[src/rtl/ssc_defines.svh]
`ifndef SSC_DEFINES_SVH
`define SSC_DEFINES_SVH

// ==============================================================
// Register map
`define SSC_CLK_CTRL_ADDR    8'hC6
`define SSC_CLK_CTRL_RESET   8'hC9
`define SSC_SLOW_SEL_RESET   1'b1
`define SSC_BIT_SLOW_SEL     7
`define SSC_BIT_OSC          6
`define SSC_TICK_MSB         5
`define SSC_TICK_LSB         3
`define SSC_BIT_SPEED        0
`define SSC_TICK_RESET       3'h1
`define SSC_SRC_XTAL         1'b0
`define SSC_SRC_RC           1'b1

// ==============================================================
// Timing
`define SSC_CLK_PERIOD_NS    100
`define SSC_SLOW_CAL_TIME_US 2000
`define SSC_SLOW_CAL_CYCLES  ((`SSC_SLOW_CAL_TIME_US * 1000) / `SSC_CLK_PERIOD_NS)
`define SSC_GATE_CYCLES      2'h2
`define SSC_LP_MODE_LIGHT    2'h1
`define SSC_LP_MODE_DEEP     2'h2
`endif

[src/rtl/ssc_pkg.sv]
package ssc_pkg;
    typedef enum logic [1:0] {SW_IDLE, SW_GATE, SW_SWAP, SW_UNGATE} ssc_sw_e;

    typedef struct packed {
        ssc_sw_e    st;
        logic [1:0] cnt;
        logic       tgt;
        logic       cur;
        logic       gate;
        logic       busy;
    } ssc_sw_s;

    typedef struct packed {
        logic        slow_sel;
        logic        osc_tgt;
        logic [2:0]  tick;
        logic        pd;
        logic        pd_pend;
        logic        pd_pend_val;
        logic        caldis;
        logic        caldis_eff;
        logic        cal_busy;
        logic [14:0] cal_cnt;
        logic        slow_in;
        logic        mac_strobe;
        logic        lp_grant;
        logic        xtal_pwr;
        logic        hfrc_pwr;
        logic        xtal_stb;
        logic        hfrc_stb;
        logic        hfrc_cal;
        logic        slow_xtal_en;
        logic        slow_rc_en;
        logic [7:0]  rdata;
    } ssc_ctl_s;
endpackage : ssc_pkg

[src/rtl/ssc_clock_ctrl.sv]
`include "ssc_defines.svh"

module ssc_clock_ctrl #(
    parameter logic [14:0] SLOW_CAL_CYCLES = 15'(`SSC_SLOW_CAL_CYCLES)
) (
    // Clock and reset
    input  wire logic       clock,
    input  wire logic       nrst,
    // Special-function register port
    input  wire logic [7:0] sfr_addr,
    input  wire logic       sfr_we,
    input  wire logic [7:0] sfr_wdata,
    output logic [7:0]      sfr_rdata,
    // Loose control bits from the sleep register
    input  wire logic       pd_wr_en,
    input  wire logic       pd_wr_val,
    input  wire logic       caldis_wr_en,
    input  wire logic       caldis_wr_val,
    output logic            unused_source_powerdown,
    output logic            slow_rc_cal_disable,
    output logic            xtal_stable_flag,
    output logic            hfrc_stable_flag,
    // Oscillator analog side
    input  wire logic       xtal_ready,
    input  wire logic       hfrc_ready,
    output logic            xtal_pwr_en,
    output logic            hfrc_pwr_en,
    output logic            hfrc_cal_en,
    output logic            slow_xtal_en,
    output logic            slow_rc_en,
    output logic            slow_rc_cal_active,
    // System clock mux
    output logic            sys_clk_sel,
    output logic            sys_clk_gate_en,
    output logic            sys_clk_speed_flag,
    // Slow clock consumers
    input  wire logic       slow_clk_in,
    output logic            mac_sleep_strobe,
    // Power mode handshake
    input  wire logic       lp_req,
    input  wire logic [1:0] lp_mode,
    input  wire logic       deep_wake,
    output logic            lp_grant
);
    ssc_pkg::ssc_ctl_s q;
    ssc_pkg::ssc_ctl_s d;
    logic              cur_src;
    logic              gate_en;
    logic              sw_busy;
    logic              ctrl_hit;
    logic              cal_start;
    logic              cal_done;
    logic [7:0]        ctrl_val;

    // ==============================================================
    // Glitch-free source switch
    ssc_clk_switch u_switch (
        .clock       (clock),
        .nrst        (nrst),
        .target_sel  (q.osc_tgt),
        .xtal_ok     (q.xtal_stb),
        .hfrc_ok     (q.hfrc_stb),
        .cur_sel     (cur_src),
        .clk_gate_en (gate_en),
        .busy        (sw_busy)
    );

    // ==============================================================
    // Register decode
    always_comb begin
        if (sfr_addr == `SSC_CLK_CTRL_ADDR) begin
            ctrl_hit = 1'b1;
        end else begin
            ctrl_hit = 1'b0;
        end
    end

    // Reserved bits 2:1 read zero; speed flag is the applied source
    assign ctrl_val = {q.slow_sel, q.osc_tgt, q.tick, 2'h0, cur_src};

    // Slow calibration only from a stable crystal, in active mode
    assign cal_start = !q.cal_busy && cur_src == `SSC_SRC_XTAL && q.xtal_stb
                       && !lp_req && !q.caldis_eff && q.slow_sel;
    assign cal_done  = q.cal_busy && q.cal_cnt == SLOW_CAL_CYCLES - 15'h1;

    // ==============================================================
    // Next state
    always_comb begin
        d = q;

        // Software writes
        if (sfr_we && ctrl_hit) begin
            d.slow_sel = sfr_wdata[`SSC_BIT_SLOW_SEL];
            d.osc_tgt = sfr_wdata[`SSC_BIT_OSC];
            d.tick    = sfr_wdata[`SSC_TICK_MSB:`SSC_TICK_LSB];
        end
        if (caldis_wr_en) begin
            d.caldis = caldis_wr_val;
        end
        // A set only counts once the fast RC drives the system
        if (!d.caldis) begin
            d.caldis_eff = 1'b0;
        end else if (cur_src == `SSC_SRC_RC) begin
            d.caldis_eff = 1'b1;
        end

        // Power-down control, deferred across a calibration
        if (pd_wr_en && (q.cal_busy || q.pd_pend)) begin
            d.pd_pend     = 1'b1;
            d.pd_pend_val = pd_wr_val;
        end else if (pd_wr_en) begin
            d.pd = pd_wr_val;
        end
        if (q.pd_pend && !q.cal_busy && !pd_wr_en) begin
            d.pd      = q.pd_pend_val;
            d.pd_pend = 1'b0;
        end

        // Slow RC calibration; disable never aborts a running one
        if (cal_start) begin
            d.cal_busy = 1'b1;
            d.cal_cnt  = 15'h0;
        end else if (cal_done) begin
            d.cal_busy = 1'b0;
            d.cal_cnt  = 15'h0;
        end else if (q.cal_busy) begin
            d.cal_cnt = q.cal_cnt + 15'h1;
        end

        // Fast oscillator power: old source kept until swap completes
        d.xtal_pwr = !q.pd || q.osc_tgt == `SSC_SRC_XTAL
                     || cur_src == `SSC_SRC_XTAL;
        d.hfrc_pwr = !q.pd || q.osc_tgt == `SSC_SRC_RC
                     || cur_src == `SSC_SRC_RC;
        d.xtal_stb = q.xtal_pwr && xtal_ready;
        d.hfrc_stb = q.hfrc_pwr && hfrc_ready;

        // Fast RC trimmed only while crystal runs the system
        d.hfrc_cal = cur_src == `SSC_SRC_XTAL && !sw_busy
                     && q.hfrc_pwr && q.hfrc_stb;

        // Exactly one slow oscillator runs
        d.slow_xtal_en = !d.slow_sel;
        d.slow_rc_en   = d.slow_sel;

        // Slow clock edge marks the MAC timer sleep computation
        d.slow_in    = slow_clk_in;
        d.mac_strobe = slow_clk_in && !q.slow_in;

        // Light and deep sleep wait for calibration to end
        if (!lp_req) begin
            d.lp_grant = 1'b0;
        end else if (!q.cal_busy && !cal_start) begin
            d.lp_grant = 1'b1;
        end

        // Return from the deepest modes loses these two bits only
        if (deep_wake) begin
            d.slow_sel     = `SSC_SLOW_SEL_RESET;
            d.slow_xtal_en = 1'b0;
            d.slow_rc_en   = 1'b1;
            d.caldis       = 1'b0;
            d.caldis_eff   = 1'b0;
        end

        // Registered read data, unmapped reads return zero
        if (ctrl_hit) begin
            d.rdata = ctrl_val;
        end else begin
            d.rdata = 8'h00;
        end
    end

    // ==============================================================
    // State register
    always_ff @(posedge clock or negedge nrst) begin
        if (!nrst) begin
            q.slow_sel     <= `SSC_SLOW_SEL_RESET;
            q.osc_tgt      <= `SSC_SRC_RC;
            q.tick         <= `SSC_TICK_RESET;
            q.pd           <= 1'b1;
            q.pd_pend      <= 1'b0;
            q.pd_pend_val  <= 1'b0;
            q.caldis       <= 1'b0;
            q.caldis_eff   <= 1'b0;
            q.cal_busy     <= 1'b0;
            q.cal_cnt      <= 15'h0;
            q.slow_in      <= 1'b0;
            q.mac_strobe   <= 1'b0;
            q.lp_grant     <= 1'b0;
            q.xtal_pwr     <= 1'b0;
            q.hfrc_pwr     <= 1'b1;
            q.xtal_stb     <= 1'b0;
            q.hfrc_stb     <= 1'b0;
            q.hfrc_cal     <= 1'b0;
            q.slow_xtal_en <= 1'b0;
            q.slow_rc_en   <= 1'b1;
            q.rdata        <= 8'h00;
        end else begin
            q <= d;
        end
    end

    // ==============================================================
    // Outputs
    assign sfr_rdata               = q.rdata;
    assign unused_source_powerdown = q.pd;
    assign slow_rc_cal_disable     = q.caldis;
    assign xtal_stable_flag        = q.xtal_stb;
    assign hfrc_stable_flag        = q.hfrc_stb;
    assign xtal_pwr_en             = q.xtal_pwr;
    assign hfrc_pwr_en             = q.hfrc_pwr;
    assign hfrc_cal_en             = q.hfrc_cal;
    assign slow_xtal_en            = q.slow_xtal_en;
    assign slow_rc_en              = q.slow_rc_en;
    assign slow_rc_cal_active      = q.cal_busy;
    assign sys_clk_sel             = cur_src;
    assign sys_clk_gate_en         = gate_en;
    assign sys_clk_speed_flag      = cur_src;
    assign mac_sleep_strobe        = q.mac_strobe;
    assign lp_grant                = q.lp_grant;
endmodule : ssc_clock_ctrl

[src/rtl/ssc_clk_switch.sv]
`include "ssc_defines.svh"

module ssc_clk_switch (
    // Clock and reset
    input  wire logic clock,
    input  wire logic nrst,
    // Requested source and readiness
    input  wire logic target_sel,
    input  wire logic xtal_ok,
    input  wire logic hfrc_ok,
    // Applied source, gate enable and busy
    output logic      cur_sel,
    output logic      clk_gate_en,
    output logic      busy
);
    ssc_pkg::ssc_sw_s q;
    ssc_pkg::ssc_sw_s d;
    logic             tgt_ok;

    assign tgt_ok = (target_sel == `SSC_SRC_XTAL) ? xtal_ok : hfrc_ok;

    // ==============================================================
    // Switch sequencer
    always_comb begin
        d = q;
        case (q.st)
            ssc_pkg::SW_IDLE: begin
                // Hold off until the new source is stable
                if (target_sel != q.cur && tgt_ok) begin
                    d.tgt  = target_sel;
                    d.gate = 1'b0;
                    d.cnt  = 2'h0;
                    d.busy = 1'b1;
                    d.st   = ssc_pkg::SW_GATE;
                end
            end
            ssc_pkg::SW_GATE: begin
                // Let the old clock settle low before the swap
                d.cnt = q.cnt + 2'h1;
                if (q.cnt == `SSC_GATE_CYCLES - 2'h1) begin
                    d.st = ssc_pkg::SW_SWAP;
                end
            end
            ssc_pkg::SW_SWAP: begin
                d.cur = q.tgt;
                d.cnt = 2'h0;
                d.st  = ssc_pkg::SW_UNGATE;
            end
            ssc_pkg::SW_UNGATE: begin
                d.cnt = q.cnt + 2'h1;
                if (q.cnt == `SSC_GATE_CYCLES - 2'h1) begin
                    d.gate = 1'b1;
                    d.busy = 1'b0;
                    d.st   = ssc_pkg::SW_IDLE;
                end
            end
            default: begin
                d.st = ssc_pkg::SW_IDLE;
            end
        endcase
    end

    always_ff @(posedge clock or negedge nrst) begin
        if (!nrst) begin
            q.st   <= ssc_pkg::SW_IDLE;
            q.cnt  <= 2'h0;
            q.tgt  <= `SSC_SRC_RC;
            q.cur  <= `SSC_SRC_RC;
            q.gate <= 1'b1;
            q.busy <= 1'b0;
        end else begin
            q <= d;
        end
    end

    assign cur_sel     = q.cur;
    assign clk_gate_en = q.gate;
    assign busy        = q.busy;
endmodule : ssc_clk_switch

[config.mk]
export PLATFORM = sky130hd
export DESIGN_NAME = ssc_clock_ctrl
export DESIGN_NICKNAME = d
export VERILOG_FILES = /design/src/rtl/ssc_pkg.sv /design/src/rtl/ssc_clock_ctrl.sv /design/src/rtl/ssc_clk_switch.sv
export VERILOG_INCLUDE_DIRS = /design/src /design/src/rtl
export SDC_FILE = /design/constraint.sdc
export NUM_CORES = 1
export LEC_CHECK = 0
export BUFFER_PORTS_ARGS = -buffer_cell sky130_fd_sc_hd__buf_2
export CAP_MARGIN = 10
export CORE_ASPECT_RATIO = 0.7
export CORE_MARGIN = 2
export CORE_UTILIZATION = 36
export DETAILED_ROUTE_END_ITERATION = 10
export SYNTH_ARGS = -nofsm -noshare
export SYNTH_HDL_FRONTEND = slang
export SYNTH_SLANG_ARGS = --single-unit
[constraint.sdc]
create_clock -name clock -period 2.16 [get_ports clock]
set_input_delay 0.432 -clock clock [delete_from_list [all_inputs] [get_ports clock]]
set_output_delay 0.432 -clock clock [all_outputs]
set_load 0.005 [all_outputs]
Word-level counts from Yosys, hierarchy flattened

Index checks and enable logic that the tools add are counted.

Add/sub/neg operators: 2
Eq/ne operators: 13
Mux-type cells: 26
Bitwise operators: 2
Reductions and logical operators: 42

Operators with widths:

| kind                                                                    | number |
|---|---|
| 15-bit 2-to-1 mux                                                       | 2 |
| 1-bit logical AND                                                       | 18 |
| 16-bit 2-to-1 mux                                                       | 1 |
| 4-bit case mux with 4 select lines                                      | 1 |
| 15-bit by 1-bit adder with 15-bit output, second input constant         | 1 |
| 15-bit == test, second input constant                                   | 1 |
| 2-bit 2-to-1 mux                                                        | 7 |
| 1-bit 2-to-1 mux                                                        | 11 |
| 5-bit 2-to-1 mux                                                        | 2 |
| 2-bit by 1-bit inequality test with 1-bit output, second input constant | 5 |
| 1-bit zero test                                                         | 9 |
| 8-bit == test, second input constant                                    | 1 |
| 8-bit 2-to-1 mux                                                        | 1 |
| 2-bit nonzero test                                                      | 4 |
| 3-bit AND reduction                                                     | 2 |
| 1-bit logical OR                                                        | 5 |
| 2-bit by 1-bit == test with 1-bit output, second input constant         | 2 |
| 2-bit == test, second input constant                                    | 2 |
| 2-bit case mux with 2 select lines                                      | 1 |
| 2-bit AND reduction                                                     | 2 |
| 3-bit by 2-bit inequality test with 1-bit output, second input constant | 1 |
| 3-bit nonzero test                                                      | 1 |
| 2-bit by 1-bit adder with 2-bit output, second input constant           | 1 |
| 2-bit zero test                                                         | 1 |
| 2 further kinds                                                         | 3 |

Register bits: 52
Input bits: 30
Output and inout port bits: 23
Word-level logic and storage cells: 112

Logic depth before layout (Yosys ltp)

Gate-level depths: netlist of the first run.

Depth after elaboration: 10
Gate-level depth with buffers: 6
Gate-level depth less buffers: 5

By module

Synthesis of the first run repeated with hierarchy kept, for this count alone.

Cell total of the unflattened synthesis: 211
Area, all modules: 2364.8 µm²

Modules (own cells, without submodules):

| module         | instances | cells an instance | area each (µm²) | seq. area each (µm²) |
|---|---|---|---|---|
| ssc_clock_ctrl | 1         | 167               | 1871.8          | 1032.2 |
| ssc_clk_switch | 1         | 44                | 493.0           | 203.9 |

Worst setup path before layout of the first run

No wires, ideal clock.

Path type: reg2reg
From: reg q[18] (netlist bit)
To: reg q[30] (netlist bit)
Library setup time: 0.077 ns
Data arrival time: 1.734 ns
Data required time: 2.083 ns
Slack: 0.348 ns
Stages on the path, launching flop included: 6
Buffers on the path: 0
Clock period less this slack: 1.812 ns
Path through: dfrtp_1 > ha_1 > nand3_2 > or3_4 > or4_1 > a21oi_1

Cells in the longest elaborated chain, start to end: 4
Elaborated cells on any way between the ends: 7
Classes of those cells: add/sub (1); eq/ne (1); mux (3); reduce/logical (2)

RTL lines:

| item                                                                              | line                                        | RTL |
|---|---|---|
| from (decl)                                                                       | ssc_clock_ctrl.sv:45                        | `ssc_pkg::ssc_ctl_s q;` |
| 15-bit by 1-bit adder with 15-bit output / 15-bit == test (equally long branches) | ssc_clock_ctrl.sv:127, ssc_clock_ctrl.sv:84 |  |
| 15-bit 2-to-1 mux / 1-bit logical AND (equally long branches)                     | ssc_clock_ctrl.sv:126, ssc_clock_ctrl.sv:84 |  |
| 15-bit 2-to-1 mux                                                                 | ssc_clock_ctrl.sv:123                       | `end else if (cal_done) begin` |
| 16-bit 2-to-1 mux                                                                 | ssc_clock_ctrl.sv:120                       | `if (cal_start) begin` |

Several ways; a longest one is shown, not always the timed one. The select of a mux whose other input is x is not followed.
A chain may end at the register's enable or synchronous reset.

Worst setup path after layout of the first run

From: reg q[19] (netlist bit)
To: reg q[30] (netlist bit)

The elaborated chain is that of the path after synthesis.

==> impl_metrics.py, run 1 <==
metrics = {
    "placement": {
        "gpl.final_weighted_congestion": 0.813,
        "placed_cells_incl_taps": 325,
        "placed_area_sq_um": 2580,
        "hpwlAfterDp_mm": 3.58,
        "io_buffer_count": 45,
    },
    "cts": {
        "worstSkewPairLatency_ns": 0.30,
        "worst_setup_hold_path_clk_slew_ns": 0.09,
        "max-clock-path-buffers": 2,
        "tritoncts.num_buffers": 5,
        "cts_post_setup_buffers_inserted": 0,
        "clock-sinks": 49,
        "post_cts_resized": 0,
        "cts_hold_buffers": 0,
        "htreeDepth": 2,
        "cell_at_the_root_of_the_clock_tree": "sky130_fd_sc_hd__clkbuf_8",
        "tritoncts_clock_tree": "done",
    },
    "synth": {
        "synth_enable_flop_cells": 0,
        "ys_seq_area_frac": 0.539,
        "synthesized_cell_area_sq_um": 2290,
        "post_synth.cell_area_avg_sq_um": 10.9,
        "ys_types": 48,
        "yosys_warnings": 0,
        "postSynth.topFlopCell": "sky130_fd_sc_hd__dfrtp_1",
        "synthArstFlopShare": 1.00,
        "synth_seq_cells": 49,
        "post_synth_inst_count": 210,
    },
    "worst_setup_path": {
        "worstPathMaxFanout": 6,
        "slowest_delay_ns": 0.47,
        "worstSetupPathType": "reg2reg",
        "cp.required_ns": 2.39,
        "cpMaxStageDelayCell": "sky130_fd_sc_hd__or4_1",
        "arrival_ns": 2.21,
        "end_kind": "register",
        "crit_path_start_kind": "register",
        "crit_chain": "ha_1 -> nand3_2 -> or3_4 -> or4_1 -> a21oi_1",
    },
    "cells_and_area": {
        "fillCellCount": 607,
        "share_of_layout_cells_above_drive_strength_1": 0.314,
        "antenna_cells": 0,
        "multi_input_area_sq_um": 953,
        "flow.area_growth_from_synthesis_pct": 16.8,
        "final-seq-area_sq_um": 1240,
        "final-instance-count-excl-fill": 333,
        "area_of_all_placed_cells_without_fillers_sq_um": 2680,
        "final_util": 0.433,
        "nets": 290,
    },
    "floorplan": {
        "num_ports": 53,
        "initial_core_util": 0.371,
        "core.rowCount": 24,
        "fp.coreArea_sq_um": 6190,
        "die_ar_sq_um": 7040,
        "die_width_um": 99.4,
        "die_height_um": 70.8,
    },
    "route": {
        "antenna_violating_nets_post_route": 0,
        "top_layer_used_by_detailed_routing": "met4",
        "postRouteWirelength_mm": 4.84,
        "dr_total_vias": 1741,
        "route.met3.wl_um": 238,
        "post_drt_via_cell_ratio": 5.23,
        "iter_0_drt_violations": 102,
        "detailroute.wirelength.met2_mm": 2.09,
        "drt-pass1-iter-count": 4,
        "drc": 0,
        "routed_wire_length_per_instance_um": 14.5,
        "met1_wire_length_mm": 2.45,
    },
    "timing": {
        "timing_hold_violations_final": 0,
        "worst_clock_skew_ns": 0.00829,
        "slew_viol_final": 0,
        "finalCriticalPeriod_ns": 1.98,
        "fin_setup_tns_ns": 0,
        "worstMarginPinSlew_ns": 0.558,
        "max_clock_freq_mhz": 506,
        "rsz0062_at_grt": "no",
        "timing.final.crit_share": 0.915,
        "timing.max_slew.rel_slack": 0.628,
        "setup_violations": 0,
    },
    "min_path": {
        "min-delay-path-class": "in2async",
    },
    "run_status": {
        "status": "finished, final reports clean",
    },
    "power_and_ir_drop": {
        "ir_worst_vdd_uv": 467,
        "p_leak_nw": 1.25,
        "power_per_cell_area_nw_per_um2": 1050,
    },
    "global_route": {
        "grt_first_pass_wirelength_mm": 8.36,
        "largest_net_degree_at_the_start_of_global_routing": 27,
        "gr-usage-all-layers": 0.150,
        "grt_pass1_vias": 1675,
        "antenna_found_initial": 0,
        "global_route.overflow_total": 0,
    },
    "flow_run": {
        "drv_cap": 0,
    },
}
-- metal layers --
layer | up-vias | global-route usage
met2 | 43 | 0.217
met1 | 850 | 0.226
met5 | - | 0
li1 | 844 | -
met3 | 4 | 0.0326
met4 | 0 | 0.0472
-- Yosys cell counts, drive strengths merged (2+ instances only) --
library cell   n  area (sq um)
nand3          8          45.0
or4            3          22.5
dfrtp         41          1030
mux2i          3          30.0
o21a           2          15.0
o211ai         2          15.0
and3           7          45.1
o21ai         11          55.1
a41oi          2          17.5
clkbuf         4          15.0
nand2b         2          12.5
mux2           8          90.1
a21oi          8          40.0
or3            3          23.8
nor2b          3          18.8
a21o           3          22.5
nand3b         2          15.0
inv            7          26.3
dfstp          8           210
nor4b          2          17.5
nor3           3          15.0
ha             6          75.1
nand2         17          63.8
a31oi          9          56.3
a22o           2          17.5
nor2          10          37.5
nand4          6          37.5
and2           2          12.5
and4bb         2          25.0
buf           10          72.6
-- stage by stage --
step / setup slack (ns) / total power, mW / hold WS [ns]
2_1_floorplan: 0.348 / 1.99 / 0.136
3_3_place_gp: 0.241 / 2.26 / 0.382
3_5_place_dp: 0.177 / 2.28 / 0.400
4_1_cts: 0.174 / 2.84 / 0.133
5_1_grt: 0.119 / 3.06 / 0.165
6_report: 0.184 / 2.82 / 0.116
-- report_power, final --
part           leakage (nW)  switching (mW)  internal (mW)
sequential            0.609           0.266           1.15
combinational         0.600           0.436          0.417
clock                0.0455           0.289          0.262
total                  1.25           0.991           1.83
-- sequential cells by signal (all words and copies together) (netlist names) --
| register | cells |
|---|---|
| u_switch.q | 5 |
| slow_xtal_en | 1 |
| u_switch.busy | 1 |
| mac_sleep_strobe | 1 |
| slow_rc_cal_active | 1 |
| xtal_stable_flag | 1 |
| q | 19 |
| hfrc_stable_flag | 1 |
| sfr_rdata | 6 |
| hfrc_pwr_en | 1 |
| unused_source_powerdown | 1 |
| u_switch.clk_gate_en | 1 |
| lp_grant | 1 |
| slow_rc_en | 1 |
| u_switch.cur_sel | 1 |
| xtal_pwr_en | 1 |
| hfrc_cal_en | 1 |
| ctrl_val | 4 |
| slow_rc_cal_disable | 1 |
-- layout make-up --
| class | count | share of cell area |
|---|---|---|
| multi-input combinational | 141 | 0.356 |
| clock buffer | 8 | 0.0336 |
| sequential | 49 | 0.461 |
| inverter | 7 | 0.00981 |
| tap | 78 | 0.0364 |
| timing repair buffer | 50 | 0.103 |
-- critical path: cells and delay by family (launching register included) --
family,cells,cell delay (ns)
adders and majority gates,1,0.26
and+or+nand+nor,3,1.09
AOI/OAI and AO/OA,1,0.15
DFF,1,0.42
-- final timing paths --
kind                            slack [ns]  cells after the start          endpoint   startpoint
worst max-delay path                  0.18                      5             q[30]        q[19]
worst min-delay path                  0.12                      1             q[25]         nrst
worst max register to register        0.18                      5             q[30]        q[19]
worst min register to register        0.41                      1  mac_sleep_strobe        q[17]
max in group asynchronous             1.44                      2        slow_rc_en         nrst
min in group clock                    0.25                      1             q[17]  slow_clk_in
-- cell families after synthesis --
kind of cell | after synthesis | synth area share
mux | 11 | 0.0524
simple gates | 74 | 0.185
flops | 49 | 0.539
other cells | 1 | 0.00164
xor+xnor | 2 | 0.00764
compound gates | 46 | 0.132
fa+ha+maj | 6 | 0.0327
buf+inv | 21 | 0.0496
-- cell usage in the layout, fill, tap and decap left out, types with 2 or more instances in the layout --
cell type / count
sky130_fd_sc_hd__mux2_2: 8
sky130_fd_sc_hd__dfstp_2: 8
sky130_fd_sc_hd__buf_4: 4
sky130_fd_sc_hd__dfrtp_1: 41
sky130_fd_sc_hd__and2_1: 2
sky130_fd_sc_hd__a22o_1: 2
sky130_fd_sc_hd__a41oi_1: 2
sky130_fd_sc_hd__or3_1: 2
sky130_fd_sc_hd__conb_1: 2
sky130_fd_sc_hd__or4_1: 3
sky130_fd_sc_hd__o21ai_0: 11
sky130_fd_sc_hd__mux2i_1: 3
sky130_fd_sc_hd__o21a_1: 2
sky130_fd_sc_hd__nor2b_1: 3
sky130_fd_sc_hd__nor2_1: 10
sky130_fd_sc_hd__ha_1: 6
sky130_fd_sc_hd__nor3_1: 3
sky130_fd_sc_hd__clkbuf_8: 6
sky130_fd_sc_hd__and3_1: 6
sky130_fd_sc_hd__and4bb_2: 2
sky130_fd_sc_hd__buf_2: 45
sky130_fd_sc_hd__nand2_1: 17
sky130_fd_sc_hd__nand3_1: 7
sky130_fd_sc_hd__o211ai_1: 2
sky130_fd_sc_hd__a21o_1: 3
sky130_fd_sc_hd__a31oi_1: 9
sky130_fd_sc_hd__a21oi_1: 8
sky130_fd_sc_hd__nand3b_1: 2
sky130_fd_sc_hd__nand2b_1: 2
sky130_fd_sc_hd__nand4_1: 6
sky130_fd_sc_hd__inv_1: 7
sky130_fd_sc_hd__clkbuf_1: 2
Note: power is estimated with default switching activity, not from simulation.
==> inputs of run 2 (changes only) <==
Settings changed: MAX_ROUTING_LAYER from default to met4.
Clock period 2.16 ns to 2.4 ns, I/O delays scaled along.
==> run 2 against run 1 <==
Compared with the run above: routed wire length grew 1.2%; first-iteration DRC count shrank 19%; non-clock buffer count grew 1; clock power grew 8.5%; count of clock-buffer cells in the layout shrank 3; clock skew grew 0.0015 ns; critical path type unchanged; largest cell class unchanged.
==> impl_metrics.py, run 2 (synthesis gave the netlist of run 1 again) <==
metrics = {
    "timing": {
        "setup_violations": 0,
        "rsz0062_at_grt": "no",
        "timing_hold_violations_final": 0,
        "timing.max_slew.rel_slack": 0.584,
        "slew_viol_final": 0,
        "holdWs_ns": 0.180,
        "worst_clock_skew_ns": 0.00978,
        "worstMarginPinSlew_ns": 0.623,
        "finalCriticalPeriod_ns": 1.98,
        "layout_setup_ws_ns": 0.423,
        "max_clock_freq_mhz": 506,
        "fin_setup_tns_ns": 0,
        "timing.final.crit_share": 0.824,
    },
    "cts": {
        "worst_setup_hold_path_clk_slew_ns": 0.10,
        "clock-sinks": 49,
        "tritoncts.num_buffers": 5,
        "max-clock-path-buffers": 2,
        "cts_post_setup_buffers_inserted": 0,
        "worstSkewPairLatency_ns": 0.31,
        "cell_at_the_root_of_the_clock_tree": "sky130_fd_sc_hd__clkbuf_8",
        "post_cts_resized": 0,
        "htreeDepth": 2,
        "tritoncts_clock_tree": "done",
        "cts_hold_buffers": 0,
    },
    "worst_setup_path": {
        "arrival_ns": 2.21,
        "regToRegEndpoint": "q[30]",
        "cpMaxStageDelayCell": "sky130_fd_sc_hd__or4_1",
        "end_kind": "register",
        "crit_chain": "ha_1 -> nand3_2 -> or3_4 -> or4_1 -> a21oi_1",
        "crit_path_start_kind": "register",
        "critical_path.reg2reg.startpoint": "q[18]",
        "worst-r2r-setup-slack_ns": 0.42,
        "cp.required_ns": 2.64,
        "worstSetupPathType": "reg2reg",
        "worstPathMaxFanout": 6,
        "slowest_delay_ns": 0.47,
        "r2r_cells": 5,
    },
    "cells_and_area": {
        "most_common_cell_after_layout_fill_and_taps_aside": "sky130_fd_sc_hd__buf_2",
        "final-instance-count-excl-fill": 334,
        "area_of_all_placed_cells_without_fillers_sq_um": 2690,
        "largest_register_ff_count": 19,
        "largest_register": "q",
        "most-common-layout-cells": "sky130_fd_sc_hd__buf_2 (45), sky130_fd_sc_hd__dfrtp_1 (41), sky130_fd_sc_hd__nand2_1 (17)",
        "antenna_cells": 0,
        "nets": 291,
        "flow.area_growth_from_synthesis_pct": 17.4,
        "fillCellCount": 592,
        "share_of_layout_cells_above_drive_strength_1": 0.320,
        "final_util": 0.435,
    },
    "global_route": {
        "gr-usage-all-layers": 0.159,
        "global_route.overflow_total": 0,
        "grt_first_pass_wirelength_mm": 8.58,
        "antenna_found_initial": 0,
        "grt_pass1_vias": 1813,
        "largest_net_degree_at_the_start_of_global_routing": 31,
    },
    "min_path": {
        "min-delay-path-class": "in2async",
    },
    "floorplan": {
        "die_height_um": 70.8,
        "fp.coreArea_sq_um": 6190,
        "num_ports": 53,
        "die_ar_sq_um": 7040,
        "core.rowCount": 24,
        "die_width_um": 99.4,
        "initial_core_util": 0.371,
    },
    "placement": {
        "gpl.final_weighted_congestion": 0.835,
        "placed_cells_incl_taps": 326,
        "pre_cts_slack_ns": 0.446,
        "hpwlAfterDp_mm": 3.68,
        "io_buffer_count": 45,
        "placed_area_sq_um": 2580,
    },
    "route": {
        "antenna_violating_nets_post_route": 0,
        "routed_wire_length_per_instance_um": 14.7,
        "iter_0_drt_violations": 83,
        "dr_total_vias": 1766,
        "postRouteWirelength_mm": 4.90,
        "drc": 0,
        "post_drt_via_cell_ratio": 5.29,
        "drt-pass1-iter-count": 4,
    },
    "flow_run": {
        "drv_cap": 0,
    },
    "power_and_ir_drop": {
        "power_per_cell_area_nw_per_um2": 985,
        "p_leak_nw": 1.26,
        "ir_worst_vdd_uv": 451,
        "fin_total_pwr_mw": 2.65,
    },
    "run_status": {
        "status": "finished, final reports clean",
    },
}
run 2: power breakdown:
group / switching [mW] / total (mW) / internal, mW
registers: 0.240 / 1.28 / 1.04
clock network: 0.285 / 0.597 / 0.312
logic: 0.403 / 0.775 / 0.372
run 2: worst max path at each step:
| stage | startpoint | endpoint | slack (ns) | cells after the start |
|---|---|---|---|---|
| 2_1_floorplan | q[18] | q[30] | 0.59 | 5 |
| 3_3_place_gp | q[18] | q[30] | 0.47 | 5 |
| 3_5_place_dp | q[18] | q[30] | 0.45 | 5 |
| 4_1_cts | q[18] | q[30] | 0.43 | 5 |
| 5_1_grt | q[18] | q[27] | 0.25 | 6 |
| 6_report | q[18] | q[30] | 0.42 | 5 |
run 2: per-layer routing:
metal  global-route usage  vias up  wire, um
met3               0.0356        6       232
met5                    -        -         0
li1                     -      849         -
met4               0.0457        0        55
met1                0.222      874      2540
met2                0.233       37      2080
run 2: layout make-up:
cell class / count / area (sq um) / area share
clock inverters: 3 / 46.3 / 0.0172
clock buffers: 5 / 68.8 / 0.0256
repair buffers: 51 / 270 / 0.100
flip-flops and latches: 49 / 1240 / 0.459
inverters: 7 / 26.3 / 0.00976
multi-input cells: 141 / 947 / 0.352
well taps: 78 / 97.6 / 0.0362
run 2: worst max-delay path: cells and delay by family, from the launching register on:
kind / cells / cell delay [ns]
fa+ha+maj: 1 / 0.25
compound gates: 1 / 0.15
simple gates: 3 / 1.08
flops: 1 / 0.43
==> inputs of run 3 (changes only) <==
Clock period 2.4 ns to 1.78 ns, I/O delays scaled along.
==> run 3 against run 2 <==
Compared with the run above: fmax increased by 13%; sequential share of layout area decreased by 3.2 points; routed wire length increased by 3.6%; sequential cell count unchanged; non-clock buffer count increased by 22; critical path depth increased by 1; total power increased by 40%; cell count increased by 6.6%; critical path type unchanged; critical endpoint unchanged.
==> impl_metrics.py, run 3 (synthesis gave the netlist of run 1 again) <==
metrics = {
    "cells_and_area": {
        "antenna_cells": 0,
        "final_util": 0.469,
        "most-common-layout-cells": "sky130_fd_sc_hd__buf_2 (46), sky130_fd_sc_hd__dfrtp_1 (40), sky130_fd_sc_hd__buf_4 (24)",
        "share_of_layout_cells_above_drive_strength_1": 0.396,
        "area_of_all_placed_cells_without_fillers_sq_um": 2900,
        "nets": 313,
        "most_common_cell_after_layout_fill_and_taps_aside": "sky130_fd_sc_hd__buf_2",
        "flow.area_growth_from_synthesis_pct": 26.5,
        "largest_register_ff_count": 19,
        "largest_register": "q",
        "fillCellCount": 601,
    },
    "placement": {
        "placed_area_sq_um": 2730,
        "hpwlAfterDp_mm": 3.78,
        "gpl.final_weighted_congestion": 0.873,
        "pre_cts_slack_ns": -0.00522,
        "io_buffer_count": 45,
    },
    "worst_setup_path": {
        "worst-r2r-setup-slack_ns": 0.03,
        "regToRegEndpoint": "q[30]",
        "crit_path_start": "q[19]",
        "worstPathMaxFanout": 4,
        "end_kind": "register",
        "critical_path.reg2reg.startpoint": "q[19]",
        "crit_path_start_kind": "register",
        "worstSetupPathType": "reg2reg",
        "r2r_cells": 6,
        "destination_of_the_critical_timing_path": "q[30]",
        "arrival_ns": 1.99,
        "cp.required_ns": 2.01,
    },
    "timing": {
        "worst_clock_skew_ns": 0.00703,
        "timing.max_slew.rel_slack": 0.635,
        "rsz0062_at_grt": "yes",
        "finalCriticalPeriod_ns": 1.75,
        "slew_viol_final": 0,
        "setup_violations": 0,
        "max_clock_freq_mhz": 570,
        "timing.final.crit_share": 0.985,
        "worstMarginPinSlew_ns": 0.544,
        "layout_setup_ws_ns": 0.0271,
        "timing_hold_violations_final": 0,
    },
    "cts": {
        "cell_at_the_root_of_the_clock_tree": "sky130_fd_sc_hd__clkbuf_8",
        "worstSkewPairLatency_ns": 0.29,
        "max-clock-path-buffers": 2,
        "worst_setup_hold_path_clk_slew_ns": 0.09,
        "clock-sinks": 49,
        "htreeDepth": 2,
        "tritoncts_clock_tree": "done",
        "tritoncts.num_buffers": 5,
    },
    "global_route": {
        "largest_net_degree_at_the_start_of_global_routing": 50,
        "grt_pass1_vias": 1766,
        "gr-usage-all-layers": 0.153,
        "global_route.overflow_total": 0,
        "grt_first_pass_wirelength_mm": 8.25,
        "antenna_found_initial": 0,
    },
    "floorplan": {
        "die_ar_sq_um": 7040,
        "die_width_um": 99.4,
        "die_height_um": 70.8,
        "core.rowCount": 24,
        "fp.coreArea_sq_um": 6190,
        "initial_core_util": 0.371,
        "num_ports": 53,
    },
    "route": {
        "post_drt_via_cell_ratio": 5.22,
        "routed_wire_length_per_instance_um": 14.3,
        "postRouteWirelength_mm": 5.08,
        "drc": 0,
        "iter_0_drt_violations": 71,
        "drt-pass1-iter-count": 4,
        "antenna_violating_nets_post_route": 0,
        "dr_total_vias": 1858,
    },
    "power_and_ir_drop": {
        "p_leak_nw": 1.37,
        "fin_total_pwr_mw": 3.72,
        "power_per_cell_area_nw_per_um2": 1280,
        "ir_worst_vdd_uv": 446,
    },
    "min_path": {
        "min-delay-path-class": "in2async",
    },
    "flow_run": {
        "drv_cap": 0,
    },
    "run_status": {
        "status": "finished, final reports clean",
    },
}
## run 3: report_power, final
| part | total (mW) | internal (mW) | switching [mW] | leakage [nW] |
|---|---|---|---|---|
| clock | 0.678 | 0.315 | 0.363 | 0.0512 |
| sequential | 1.63 | 1.40 | 0.228 | 0.607 |
| combinational | 1.41 | 0.711 | 0.699 | 0.715 |
## run 3: worst min-delay path by stage
stage                     startpoint             to  slack (ns)  cells past startpoint
after floorplan                 nrst    ctrl_val[4]        0.06                      0
after global placement          nrst    hfrc_cal_en        0.36                      2
after detailed placement        nrst  u_switch.busy        0.37                      2
after CTS                       nrst  u_switch.busy        0.04                      2
after global routing            nrst  u_switch.q[7]        0.04                      2
final                           nrst    xtal_pwr_en        0.04                      2
## run 3: per-stage QoR
step	hold WS [ns]	TNS (ns)	std cells
after floorplan	0.0604	0	211
after global placement	0.360	-0.00945	344
after detailed placement	0.371	-0.00619	344
after CTS	0.0400	-0.0102	352
after global routing	0.0378	-0.0276	356
final	0.0354	0	356
## run 3: per-layer routing
layer  vias to the layer above  GRT usage  routed length (um)
met3                         4     0.0356                 281
met1                       912      0.210                2500
met5                         -          -                   0
met4                         0     0.0457                  55
li1                        893          -                   -
met2                        49      0.229                2240
## run 3: final cells by class
type,instances,area [sq um],share of cell area
Sequential cell,49,1240,0.427
Multi-Input combinational cell,141,990,0.341
Timing Repair Buffer,73,453,0.156
Tap cell,78,97.6,0.0336
Clock buffer,6,82.6,0.0285
Inverter,7,26.3,0.00906
Clock inverter,2,13.8,0.00475
## run 3: critical path: stages, from the launching register on
cell	delay (ns)
sky130_fd_sc_hd__dfrtp_1	0.36
sky130_fd_sc_hd__ha_2	0.20
sky130_fd_sc_hd__buf_6	0.11
sky130_fd_sc_hd__nand3_4	0.07
sky130_fd_sc_hd__or3_4	0.36
sky130_fd_sc_hd__or4_4	0.49
sky130_fd_sc_hd__a21oi_2	0.12
## run 3: repair_timing
item                                    CTS  global route
pin swaps                                 1             1
endpoints found under the setup margin    2             9
hold buffers                              0             0
hold endpoints to repair                  0             0
gates resized for setup                   2             8
gates cloned                              0             1
buffers inserted                          0             3
